<file path="src/ctrl_flow_pkg.sv">
// Constants and encodings for the control-flow decode block
package ctrl_flow_pkg;
    localparam int PC_W = 14;
    localparam int SP_W = 3;
    localparam int CTX_W = 4;
    localparam logic [4:0] OP_JUMP_P0 = 5'h0c;
    localparam logic [4:0] OP_JUMP_P3 = 5'h0f;
    localparam logic [4:0] OP_CALL = 5'h1c;
    localparam logic [4:0] OP_SYS = 5'h07;
    localparam logic [3:0] SUB_JUMP_IND = 4'h4;
    localparam logic [3:0] SUB_CALL_IND = 4'h5;
    localparam logic [3:0] SUB_SYSCALL = 4'h2;
    localparam logic [3:0] SUB_EXIT = 4'he;
    localparam logic [3:0] SUB_IRQ = 4'hf;
    localparam logic [2:0] MID_PLAIN = 3'h0;
    localparam logic [2:0] MID_SKIP = 3'h1;
    localparam logic [2:0] MID_IRQ = 3'h2;
    localparam logic [PC_W-1:0] PC_RESET = 14'h0000;
    localparam logic [SP_W-1:0] SP_RESET = 3'h7;
    localparam logic [CTX_W-1:0] CTX_RESET = 4'h0;
endpackage

</file>
<file path="src/branch_call_return_decode.sv">
// Control-flow instruction decode and execute: jumps, calls, system calls, returns, interrupt gate
//
// Function
// (RL1) Direct jump loads pc bits 10..0 from address; opcode 01100..01111 picks page 0..3.
// (RL2) Indirect jump copies address register to pc; indirect call also pushes pc first.
// (RL3) Direct call pushes pc, clears pc bit 11, loads bits 10..0 from address.
// (RL4) System call pushes pc, sets flag, builds entry address from upper and lower fields.
// (RL5) Plain return pops pc from stack top and increments stack pointer.
// (RL6) Return-with-skip pops pc and skips the instruction at the return address.
// (RL7) Return from interrupt pops pc and restores interrupt context from saved copy.
// (RL8) Interrupt unmask sets the global gate; interrupt mask clears it.
`timescale 1ns/100ps
module branch_call_return_decode (
    input wire logic sys_clk,
    input wire logic rst,
    input wire logic clk_en,
    input wire logic instr_valid,
    input wire logic [15:0] instr,
    input wire logic [ctrl_flow_pkg::PC_W-1:0] address_register,
    input wire logic [ctrl_flow_pkg::PC_W-1:0] stack_top,
    input wire logic [ctrl_flow_pkg::CTX_W-1:0] interrupt_context_copy,
    output logic [ctrl_flow_pkg::PC_W-1:0] pc,
    output logic [ctrl_flow_pkg::SP_W-1:0] sp,
    output logic push_strobe,
    output logic [ctrl_flow_pkg::PC_W-1:0] push_data,
    output logic skip_next,
    output logic system_call_flag,
    output logic [ctrl_flow_pkg::CTX_W-1:0] interrupt_context_reg,
    output logic global_irq_gate
);
    // ****************************************
    // Decode
    // ****************************************
    logic [4:0] op;
    logic [2:0] mid;
    logic [3:0] sub;
    logic [3:0] low;
    logic is_jump, is_jump_ind, is_call, is_call_ind, is_sys, is_exit, is_exit_skip, is_exit_irq;
    logic is_unmask, is_mask, do_push, do_pop;
    logic [ctrl_flow_pkg::PC_W-1:0] next_pc;
    logic [ctrl_flow_pkg::SP_W-1:0] next_sp;

    assign op = instr[15:11];
    assign mid = instr[10:8];
    assign sub = instr[7:4];
    assign low = instr[3:0];
    assign is_jump = instr_valid && op >= ctrl_flow_pkg::OP_JUMP_P0 && op <= ctrl_flow_pkg::OP_JUMP_P3;
    assign is_call = instr_valid && op == ctrl_flow_pkg::OP_CALL;
    // Fixed forms need every unused field zero, else they are other opcodes
    function automatic logic fixed_form(input logic [15:0] word, input logic [2:0] m, input logic [3:0] s);
        return word[15:11] == ctrl_flow_pkg::OP_SYS && word[10:8] == m && word[7:4] == s && word[3:0] == 4'h0;
    endfunction
    assign is_jump_ind = instr_valid && fixed_form(instr, ctrl_flow_pkg::MID_PLAIN, ctrl_flow_pkg::SUB_JUMP_IND);
    assign is_call_ind = instr_valid && fixed_form(instr, ctrl_flow_pkg::MID_PLAIN, ctrl_flow_pkg::SUB_CALL_IND);
    assign is_sys = instr_valid && op == ctrl_flow_pkg::OP_SYS && sub == ctrl_flow_pkg::SUB_SYSCALL;
    assign is_exit = instr_valid && fixed_form(instr, ctrl_flow_pkg::MID_PLAIN, ctrl_flow_pkg::SUB_EXIT);
    assign is_exit_skip = instr_valid && fixed_form(instr, ctrl_flow_pkg::MID_SKIP, ctrl_flow_pkg::SUB_EXIT);
    assign is_exit_irq = instr_valid && fixed_form(instr, ctrl_flow_pkg::MID_IRQ, ctrl_flow_pkg::SUB_EXIT);
    assign is_unmask = instr_valid && fixed_form(instr, 3'h0, ctrl_flow_pkg::SUB_IRQ);
    assign is_mask = instr_valid && fixed_form(instr, 3'h1, ctrl_flow_pkg::SUB_IRQ);
    assign do_push = is_call || is_call_ind || is_sys;
    assign do_pop = is_exit || is_exit_skip || is_exit_irq;

    // ****************************************
    // Next program counter
    // ****************************************
    always_comb begin
        next_pc = pc;
        if (is_jump) begin
            next_pc = {1'b0, op[1:0], instr[10:0]}; // RL1
        end else if (is_jump_ind || is_call_ind) begin
            next_pc = address_register; // RL2
        end else if (is_call) begin
            next_pc = {pc[13:12], 1'b0, instr[10:0]}; // RL3
        end else if (is_sys) begin
            next_pc = {pc[13], 2'b00, mid, 4'h0, low}; // RL4
        end else if (do_pop) begin
            next_pc = stack_top; // RL5
        end
    end

    always_comb begin
        next_sp = sp;
        if (do_push) begin
            next_sp = sp - 3'h1; // RL2
        end else if (do_pop) begin
            next_sp = sp + 3'h1; // RL5
        end
    end

    // ****************************************
    // State
    // ****************************************
    always_ff @(posedge sys_clk) begin
        if (rst) begin
            pc <= ctrl_flow_pkg::PC_RESET;
            sp <= ctrl_flow_pkg::SP_RESET;
        end else if (clk_en) begin
            pc <= next_pc;
            sp <= next_sp;
        end
    end

    // Push data is the pc before the transfer; stack logic stores it at the new sp
    always_ff @(posedge sys_clk) begin
        if (rst) begin
            push_strobe <= 1'b0;
            push_data <= ctrl_flow_pkg::PC_RESET;
        end else if (clk_en) begin
            push_strobe <= do_push; // RL3
            push_data <= pc; // RL4
        end
    end

    // Skip is a pulse lasting one enabled cycle, telling fetch to discard the instruction at the new pc
    always_ff @(posedge sys_clk) begin
        if (rst) begin
            skip_next <= 1'b0;
        end else if (clk_en) begin
            skip_next <= is_exit_skip; // RL6
        end
    end

    // Flag is sticky; cleared only by reset, since no clearing instruction is decoded here
    always_ff @(posedge sys_clk) begin
        if (rst) begin
            system_call_flag <= 1'b0;
        end else if (clk_en && is_sys) begin
            system_call_flag <= 1'b1; // RL4
        end
    end

    always_ff @(posedge sys_clk) begin
        if (rst) begin
            interrupt_context_reg <= ctrl_flow_pkg::CTX_RESET;
        end else if (clk_en && is_exit_irq) begin
            interrupt_context_reg <= interrupt_context_copy; // RL7
        end
    end

    always_ff @(posedge sys_clk) begin
        if (rst) begin
            global_irq_gate <= 1'b0;
        end else if (clk_en) begin
            if (is_unmask) begin
                global_irq_gate <= 1'b1; // RL8
            end else if (is_mask) begin
                global_irq_gate <= 1'b0; // RL8
            end
        end
    end

    // ****************************************
    // Checks
    // ****************************************
    // Antecedents sample rst, so an attempt cannot start on the edge that releases reset
    jump_target_a: assert property (@(posedge sys_clk) disable iff (rst) // RL1
        !rst && clk_en && is_jump |=> pc == {1'b0, $past(instr[12:11]), $past(instr[10:0])})
        else $error("jump target wrong");
    ind_target_a: assert property (@(posedge sys_clk) disable iff (rst) // RL2
        !rst && clk_en && (is_jump_ind || is_call_ind) |=> pc == $past(address_register))
        else $error("indirect target wrong");
    call_push_a: assert property (@(posedge sys_clk) disable iff (rst) // RL3
        !rst && clk_en && is_call |=> push_strobe && push_data == $past(pc) && sp == $past(sp) - 3'h1
        && pc[11] == 1'b0 && pc[10:0] == $past(instr[10:0]))
        else $error("call push wrong");
    sys_entry_a: assert property (@(posedge sys_clk) disable iff (rst) // RL4
        !rst && clk_en && is_sys |=> system_call_flag && push_strobe && pc[12:11] == 2'b00
        && pc[10:8] == $past(instr[10:8]) && pc[7:4] == 4'h0 && pc[3:0] == $past(instr[3:0]))
        else $error("system entry wrong");
    exit_pop_a: assert property (@(posedge sys_clk) disable iff (rst) // RL5
        !rst && clk_en && do_pop |=> pc == $past(stack_top) && sp == $past(sp) + 3'h1 && !push_strobe)
        else $error("return pop wrong");
    // A stalled cycle legitimately keeps the skip pulse standing
    exit_skip_a: assert property (@(posedge sys_clk) disable iff (rst) // RL6
        !rst && clk_en && is_exit_skip |=> skip_next ##1 (!skip_next || !$past(clk_en) || $past(is_exit_skip)))
        else $error("skip pulse wrong");
    irq_restore_a: assert property (@(posedge sys_clk) disable iff (rst) // RL7
        !rst && clk_en && is_exit_irq |=> interrupt_context_reg == $past(interrupt_context_copy))
        else $error("context restore wrong");
    irq_gate_a: assert property (@(posedge sys_clk) disable iff (rst) // RL8
        !rst && clk_en && (is_unmask || is_mask) |=> global_irq_gate == $past(is_unmask))
        else $error("interrupt gate wrong");

    // ****************************************
    // Hold and exclusivity checks
    // ****************************************
    // A stall must hold every output, pulses included, or stack logic would act twice
    freeze_hold_a: assert property (@(posedge sys_clk) disable iff (rst) // RL3
        !rst && !clk_en |=> $stable(pc) && $stable(sp) && $stable(push_strobe) && $stable(skip_next)
        && $stable(system_call_flag) && $stable(interrupt_context_reg) && $stable(global_irq_gate))
        else $error("frozen state moved");
    push_only_a: assert property (@(posedge sys_clk) disable iff (rst) // RL3
        !rst && clk_en && !do_push |=> !push_strobe)
        else $error("push strobe without push");
    ind_call_push_a: assert property (@(posedge sys_clk) disable iff (rst) // RL2
        !rst && clk_en && is_call_ind |=> push_strobe && push_data == $past(pc) && sp == $past(sp) - 3'h1)
        else $error("indirect call push wrong");
    jump_no_push_a: assert property (@(posedge sys_clk) disable iff (rst) // RL1
        !rst && clk_en && (is_jump || is_jump_ind) |=> !push_strobe && sp == $past(sp))
        else $error("jump touched stack");
    sys_push_a: assert property (@(posedge sys_clk) disable iff (rst) // RL4
        !rst && clk_en && is_sys |=> push_data == $past(pc) && sp == $past(sp) - 3'h1
        && pc[13] == $past(pc[13]))
        else $error("system call push wrong");
    flag_sticky_a: assert property (@(posedge sys_clk) disable iff (rst) // RL4
        !rst && system_call_flag |=> system_call_flag)
        else $error("system call flag dropped");
    skip_only_a: assert property (@(posedge sys_clk) disable iff (rst) // RL6
        !rst && clk_en && !is_exit_skip |=> !skip_next)
        else $error("skip pulse without skip return");
    exit_plain_a: assert property (@(posedge sys_clk) disable iff (rst) // RL5
        !rst && clk_en && (is_exit || is_exit_irq) |=> !skip_next && !push_strobe)
        else $error("plain return raised a pulse");
    sp_hold_a: assert property (@(posedge sys_clk) disable iff (rst) // RL5
        !rst && !(clk_en && (do_push || do_pop)) |=> sp == $past(sp))
        else $error("stack pointer moved without push or pop");
    // Refused encodings must leave pc where it is
    pc_hold_a: assert property (@(posedge sys_clk) disable iff (rst) // RL1
        !rst && !(clk_en && (is_jump || is_jump_ind || is_call || is_call_ind || is_sys || do_pop))
        |=> pc == $past(pc))
        else $error("pc moved without a control-flow instruction");
    ctx_hold_a: assert property (@(posedge sys_clk) disable iff (rst) // RL7
        !rst && !(clk_en && is_exit_irq) |=> interrupt_context_reg == $past(interrupt_context_reg))
        else $error("context changed outside interrupt return");
    gate_hold_a: assert property (@(posedge sys_clk) disable iff (rst) // RL8
        !rst && !(clk_en && (is_unmask || is_mask)) |=> global_irq_gate == $past(global_irq_gate))
        else $error("interrupt gate changed without its instruction");
endmodule

</file>
<file path="config.mk">
export PLATFORM = sky130hd
export DESIGN_NAME = branch_call_return_decode
export DESIGN_NICKNAME = d
export VERILOG_FILES = /design/src/ctrl_flow_pkg.sv /design/src/branch_call_return_decode.sv
export SDC_FILE = /design/constraint.sdc
export NUM_CORES = 1
export LEC_CHECK = 0
export ABC_AREA = 1
export BUFFER_PORTS_ARGS = -buffer_cell sky130_fd_sc_hd__buf_4
export CAP_MARGIN = 20
export CORE_MARGIN = 10
export CORE_UTILIZATION = 35
export DETAILED_ROUTE_END_ITERATION = 8
export GPL_TIMING_DRIVEN = 0
export SLEW_MARGIN = 20
export SYNTH_ARGS = -nofsm -noshare
export SYNTH_HDL_FRONTEND = slang
export SYNTH_SLANG_ARGS = --single-unit
</file>
<file path="constraint.sdc">
create_clock -name sys_clk -period 3.6 [get_ports sys_clk]
set_input_delay 0.9 -clock sys_clk [delete_from_list [all_inputs] [get_ports sys_clk]]
set_output_delay 0.9 -clock sys_clk [all_outputs]
set_load 0.005 [all_outputs]
</file>
== After elaboration in Yosys (flattened, before gate mapping) ==
Index checks and enable logic that the tools add are counted.
Storage, ports and cells
  register bits: 39
  output and inout bits: 39
  logic and storage cells: 82
Cells by class
  add/sub/neg operators: 2
  $lt $le $gt $ge: 2
  equality and inequality tests: 11
  mux-type cells: 9
  reductions and logical operators: 48
Operators with widths (number)
  two-way mux 14 bit: 5
  logical AND 1 bit: 31
  equality test 4 x 3 -> 1 bit, second input constant: 2
  equality test 4 bit, second input constant: 2
  two-way mux 3 bit: 2
  inequality test 3 x 2 -> 1 bit, second input constant: 2
  AND reduction 2 bit: 3
  equality test 5 x 3 -> 1 bit, second input constant: 1
  equality test 5 bit, second input constant: 1
  >= comparator 5 x 4 -> 1 bit, second input constant: 1
  less-or-equal comparator 5 x 4 -> 1 bit, second input constant: 1
  logical OR 1 bit: 5
  nonzero test 5 bit: 1
  equality test 4 x 2 -> 1 bit, second input constant: 1
  logical NOT 4 bit: 1
  AND reduction 4 bit: 1
  nonzero test 2 bit: 2
  nonzero test 4 bit: 1
  adder 3 x 1 -> 3 bit, second input constant: 1
  equality test 3 x 1 -> 1 bit, second input constant: 1
  equality test 3 x 2 -> 1 bit, second input constant: 1
  logical NOT 3 bit: 1
  AND reduction 3 bit: 1
  nonzero test 3 bit: 1
  other kinds (2): 3

== Depth between registers and ports, before layout ==
  depth after elaboration: 12
  depth in mapped cells: 14

== Worst setup path after synthesis ==
OpenSTA, ideal clock, no wires.
  path type: input-to-reg
  start: input port instr[0]
  end: register sp[2] (netlist name)
  library setup time: 0.113 ns
  data arrival time: 2.088 ns
  data required time: 3.487 ns
  slack: 1.399 ns
  cell stages on the path: 12
  cell sequence: nor2_1 > nand3_1 > nor2_1 > nand2_1 > nand2_2 > xnor2_1 > inv_1 > ha_1 > inv_1 > nand3_1 > nand3_1 > nand2_1
On the way
  word-level cells in the longest chain between the ends: 7
  elaborated cells on any way between the ends: 16
  those cells by class: mux: 1; reduce/logical: 15
Ends and longest elaborated chain
  start: declaration: line branch_call_return_decode.sv:18  | input wire logic [15:0] instr,
  logical NOT 4 bit *: line branch_call_return_decode.sv:51  | return word[15:11] == ctrl_flow_pkg::OP_SYS && word[10:8] == m && word[7:4] == s && word[3:0] == 4'h0;
  logical AND 1 bit: line branch_call_return_decode.sv:51
  logical AND 1 bit, on equally long branches: line branch_call_return_decode.sv:54, branch_call_return_decode.sv:56, branch_call_return_decode.sv:57
  logical OR 1 bit, on equally long branches (2 in series): line branch_call_return_decode.sv:61, branch_call_return_decode.sv:62
  nonzero test 2 bit (no line)
  AND reduction 2 bit (no line)
  end signal: assignment: line branch_call_return_decode.sv:97  | sp <= ctrl_flow_pkg::SP_RESET;
  end signal: assignment: line branch_call_return_decode.sv:100  | sp <= next_sp;
  end: declaration: line branch_call_return_decode.sv:23  | output logic [ctrl_flow_pkg::SP_W-1:0] sp,
Every way passes the cells marked *; elsewhere a longest branch is shown, timed or not.
A chain may end at the register's enable or synchronous reset.

== Final worst setup path ==
  start: input port instr[1]
  end: register sp[2] (netlist name)
Same word-level chain as after synthesis.

==> Implementation_results.wiki <==
{| class="wikitable"
! Metric !! Value
|-
| First-pass detailed-route iteration total || 4
|-
| Detail-routed via count per cell || 4.72
|-
| Final count of hold timing violations || 0
|-
| Max Fanout on Critical Path || 6
|-
| Total congestion overflow after global routing || 0
|-
| Hold_ws || 0.470 ns
|-
| Layout Skew || 0.00305 ns
|-
| CTS clk-pin slew, worst paths || 0.08 ns
|-
| Area overhead of the layout relative to synthesis || 36.6%
|-
| Critical path type || in -> reg
|-
| Number of different library cells in the post-synthesis netlist || 28
|-
| Max Transition Viols Final || 0
|-
| Total power divided by cell area || 299 nW/um2
|-
| VDD IR max || 0.183 mV
|-
| Slowest stage cell, crit path || sky130_fd_sc_hd__nand3_1
|-
| Post-CTS resize count || 0
|-
| Number of antenna-violating nets in the routed design || 0
|-
| Yosys synthesis warning count || 0
|-
| Area after DPL || 3170 um2
|-
| Worst slew slack as a fraction of its limit || 68.3%
|-
| Internal reg-to-reg setup slack || 2.49 ns
|-
| Multi-input combinational cell area || 1280 um2
|-
| Synthesized flop and latch total || 39
|-
| Layout Nets || 546
|-
| CP cell instances || buf_4 -> nor2_1 -> nand3_1 -> nor2_1 -> nand2_1 -> nand2_2 -> xnor2_1 -> inv_1 -> ha_1 -> inv_1 -> nand3_1 -> nand3_1 -> nand2_1
|-
| Count of mapped cells out of synthesis || 397
|-
| Fin crit share || 63.3%
|-
| Number of buffers added for setup after CTS || 0
|-
| Critical path endpoint category || register
|-
| H-tree Lvls || 2
|-
| Total clock sinks || 39
|-
| Cts bufs inserted || 5
|-
| CTS tree || done
|-
| Placed Cells || 566
|-
| Post-Syn Nets || 450
|-
| Post-route insts no fill || 574
|-
| Clock tree root buffer cell || sky130_fd_sc_hd__clkbuf_8
|-
| All-Layer GR Usage || 15.2%
|-
| Number of buffers inserted by hold repair at cts || 0
|-
| Final weighted congestion in routability-driven placement || 0.949
|-
| Vias post-DR || 2712
|-
| Vias in the first global route || 2566
|-
| Pin count of the biggest net entering global routing || 14
|-
| CP Data Arrival Time || 2.47 ns
|-
| Startpoint type of the worst setup path || input port
|-
| Drt initial violations || 125
|-
| Share of layout cells above drive strength 1 || 25.9%
|-
| Remaining DRCs || 0
|-
| Worst min-delay path class || reg -> reg
|-
| Initial antenna violation count || 0
|-
| Horizontal die dimension || 103 um
|-
| Portion of the post-synthesis area used by sequential elements || 32.5%
|-
| Number of synthesized flops with an enable pin || 0
|-
| Share of flip-flops with an asynchronous set or reset || 0%
|-
| Starting utilization of the core area || 35.8%
|-
| Clock latency of the later-clocked register in the worst-skew pair || 0.29 ns
|-
| Most used flip-flop cell after synthesis || sky130_fd_sc_hd__dfxtp_1
|-
| Largest stage delay on the critical path || 0.22 ns
|-
| Setup repair after global routing missed its margin || false
|-
| Final antenna diode count || 0
|-
| Critical Path RT || 3.79 ns
|-
| Total wire length || 8110 um
|-
| IO Pins || 91
|-
| Most Frequent Cell on Critical Path || sky130_fd_sc_hd__nand3_1
|-
| DPL Wire Length || 6690 um
|-
| Core Box Area || 6720 um2
|-
| Final critical-path required period || 2.28 ns
|-
| Outcome || completed
|-
| Leak || 0.00180 uW
|-
| Number of filler instances in the final layout || 750
|-
| Average instance area after synthesis || 6.06 um2
|-
| Total power of the final layout || 983 uW
|-
| Port Buffers || 89
|-
| Reg area || 781 um2
|-
| Synthesized area || 2400 um2
|-
| Slew of the pin with the lowest slew margin || 0.475 ns
|-
| First-pass GRT wire length || 12700 um
|-
| Upper clock frequency limit || 0.439 GHz
|-
| Final design area excluding fillers || 3290 um2
|-
| CTS max path bufs || 2
|-
| Die boundary height || 103 um
|-
| Post-route setup TNS || 0 ns
|-
| Average routed wire per standard cell || 14.1 um
|-
| Number of standard-cell rows in the floorplan || 30
|-
| Number of maximum-capacitance constraint violations || 0
|-
| Total setup violations reported at the end of the flow || 0
|-
| Die area || 10600 um2
|}
## final cells by class
| class | instances | area share [%] |
|---|---|---|
| sequential | 39 | 23.8 |
| buffer | 15 | 3.01 |
| clock inverter | 3 | 1.33 |
| timing repair buffer | 89 | 20.3 |
| inverter | 65 | 7.43 |
| tap | 80 | 3.05 |
| multi-input combinational | 278 | 39.0 |
| clock buffer | 5 | 2.09 |
## cell families (layout without fill, tap and decap cells)
group           after synthesis  in the layout  synth area share (%)
fa+ha+maj                     1              1                 0.520
buf+inv                      80            177                  14.3
xor+xnor                      1              1                 0.364
compound gates               50             50                  10.8
simple gates                226            226                  41.6
flops                        39             39                  32.5
## metal layers
metal / global-route usage, % / wire [um] / vias to the layer above / part of all wire (%)
met5: 0 / 0 / - / 0
li1: - / - / 1423 / -
met3: 4.42 / 654 / 4 / 8.1
met2: 25.7 / 3880 / 73 / 48
met1: 18.9 / 3550 / 1212 / 44
met4: 2.25 / 29 / 0 / 0.36
## critical path, delay by kind of cell
family                     cells  cell delay [ns]
xor gates and xnor gates       1             0.13
and+or+nand+nor                8             1.02
adders and majority gates      1             0.17
buffers and inverters          3             0.25
## worst paths after layout
kind,startpoint,endpoint,depth (start not counted)
max,instr[1],sp[2],13
max reg2reg,sp[1],sp[2],7
min,system_call_flag,system_call_flag,1
min reg2reg,system_call_flag,system_call_flag,1
## power breakdown
group,total (uW),switching (uW),internal (uW)
registers,453,7.59,445
clock network,364,158,206
logic,166,83.5,82.3
## placed cells by master, fill, tap and decap left out, types with 2 or more instances in the layout
master / instances
sky130_fd_sc_hd__o21ai_0: 19
sky130_fd_sc_hd__nand2_1: 98
sky130_fd_sc_hd__nor3_1: 2
sky130_fd_sc_hd__a21oi_1: 27
sky130_fd_sc_hd__nor2_4: 5
sky130_fd_sc_hd__clkbuf_1: 4
sky130_fd_sc_hd__nor2_1: 57
sky130_fd_sc_hd__nor2_2: 4
sky130_fd_sc_hd__buf_2: 4
sky130_fd_sc_hd__nand2_2: 5
sky130_fd_sc_hd__buf_4: 92
sky130_fd_sc_hd__clkbuf_8: 5
sky130_fd_sc_hd__buf_6: 3
sky130_fd_sc_hd__nand3_1: 50
sky130_fd_sc_hd__dfxtp_1: 39
sky130_fd_sc_hd__nand3_2: 2
sky130_fd_sc_hd__inv_1: 63
## synthesized netlist by cell type, types with 2 or more instances
library cell / count / area share (%)
sky130_fd_sc_hd__nor3_1: 2 / 0.42
sky130_fd_sc_hd__clkbuf_1: 4 / 0.62
sky130_fd_sc_hd__nor2_4: 5 / 2.3
sky130_fd_sc_hd__nand2_1: 98 / 15
sky130_fd_sc_hd__buf_6: 3 / 1.4
sky130_fd_sc_hd__nor2_2: 4 / 1.0
sky130_fd_sc_hd__nor2_1: 57 / 8.9
sky130_fd_sc_hd__nand3_2: 2 / 0.83
sky130_fd_sc_hd__nand2_2: 5 / 1.3
sky130_fd_sc_hd__inv_1: 63 / 9.8
sky130_fd_sc_hd__a21oi_1: 27 / 5.6
sky130_fd_sc_hd__o21ai_0: 19 / 4.0
sky130_fd_sc_hd__dfxtp_1: 39 / 32
sky130_fd_sc_hd__nand3_1: 50 / 10
sky130_fd_sc_hd__buf_4: 3 / 0.94
sky130_fd_sc_hd__buf_2: 4 / 0.83
## stage by stage
| step | worst slack [ns] | util, % |
|---|---|---|
| after floorplan | 1.40 | - |
| after global placement | 1.04 | 47.2 |
| after detailed placement | 1.02 | 47.2 |
| after CTS | 1.33 | 48.9 |
| after global routing | 1.10 | 48.9 |
| final | 1.32 | 48.9 |
(Power assumes the default switching activity.)
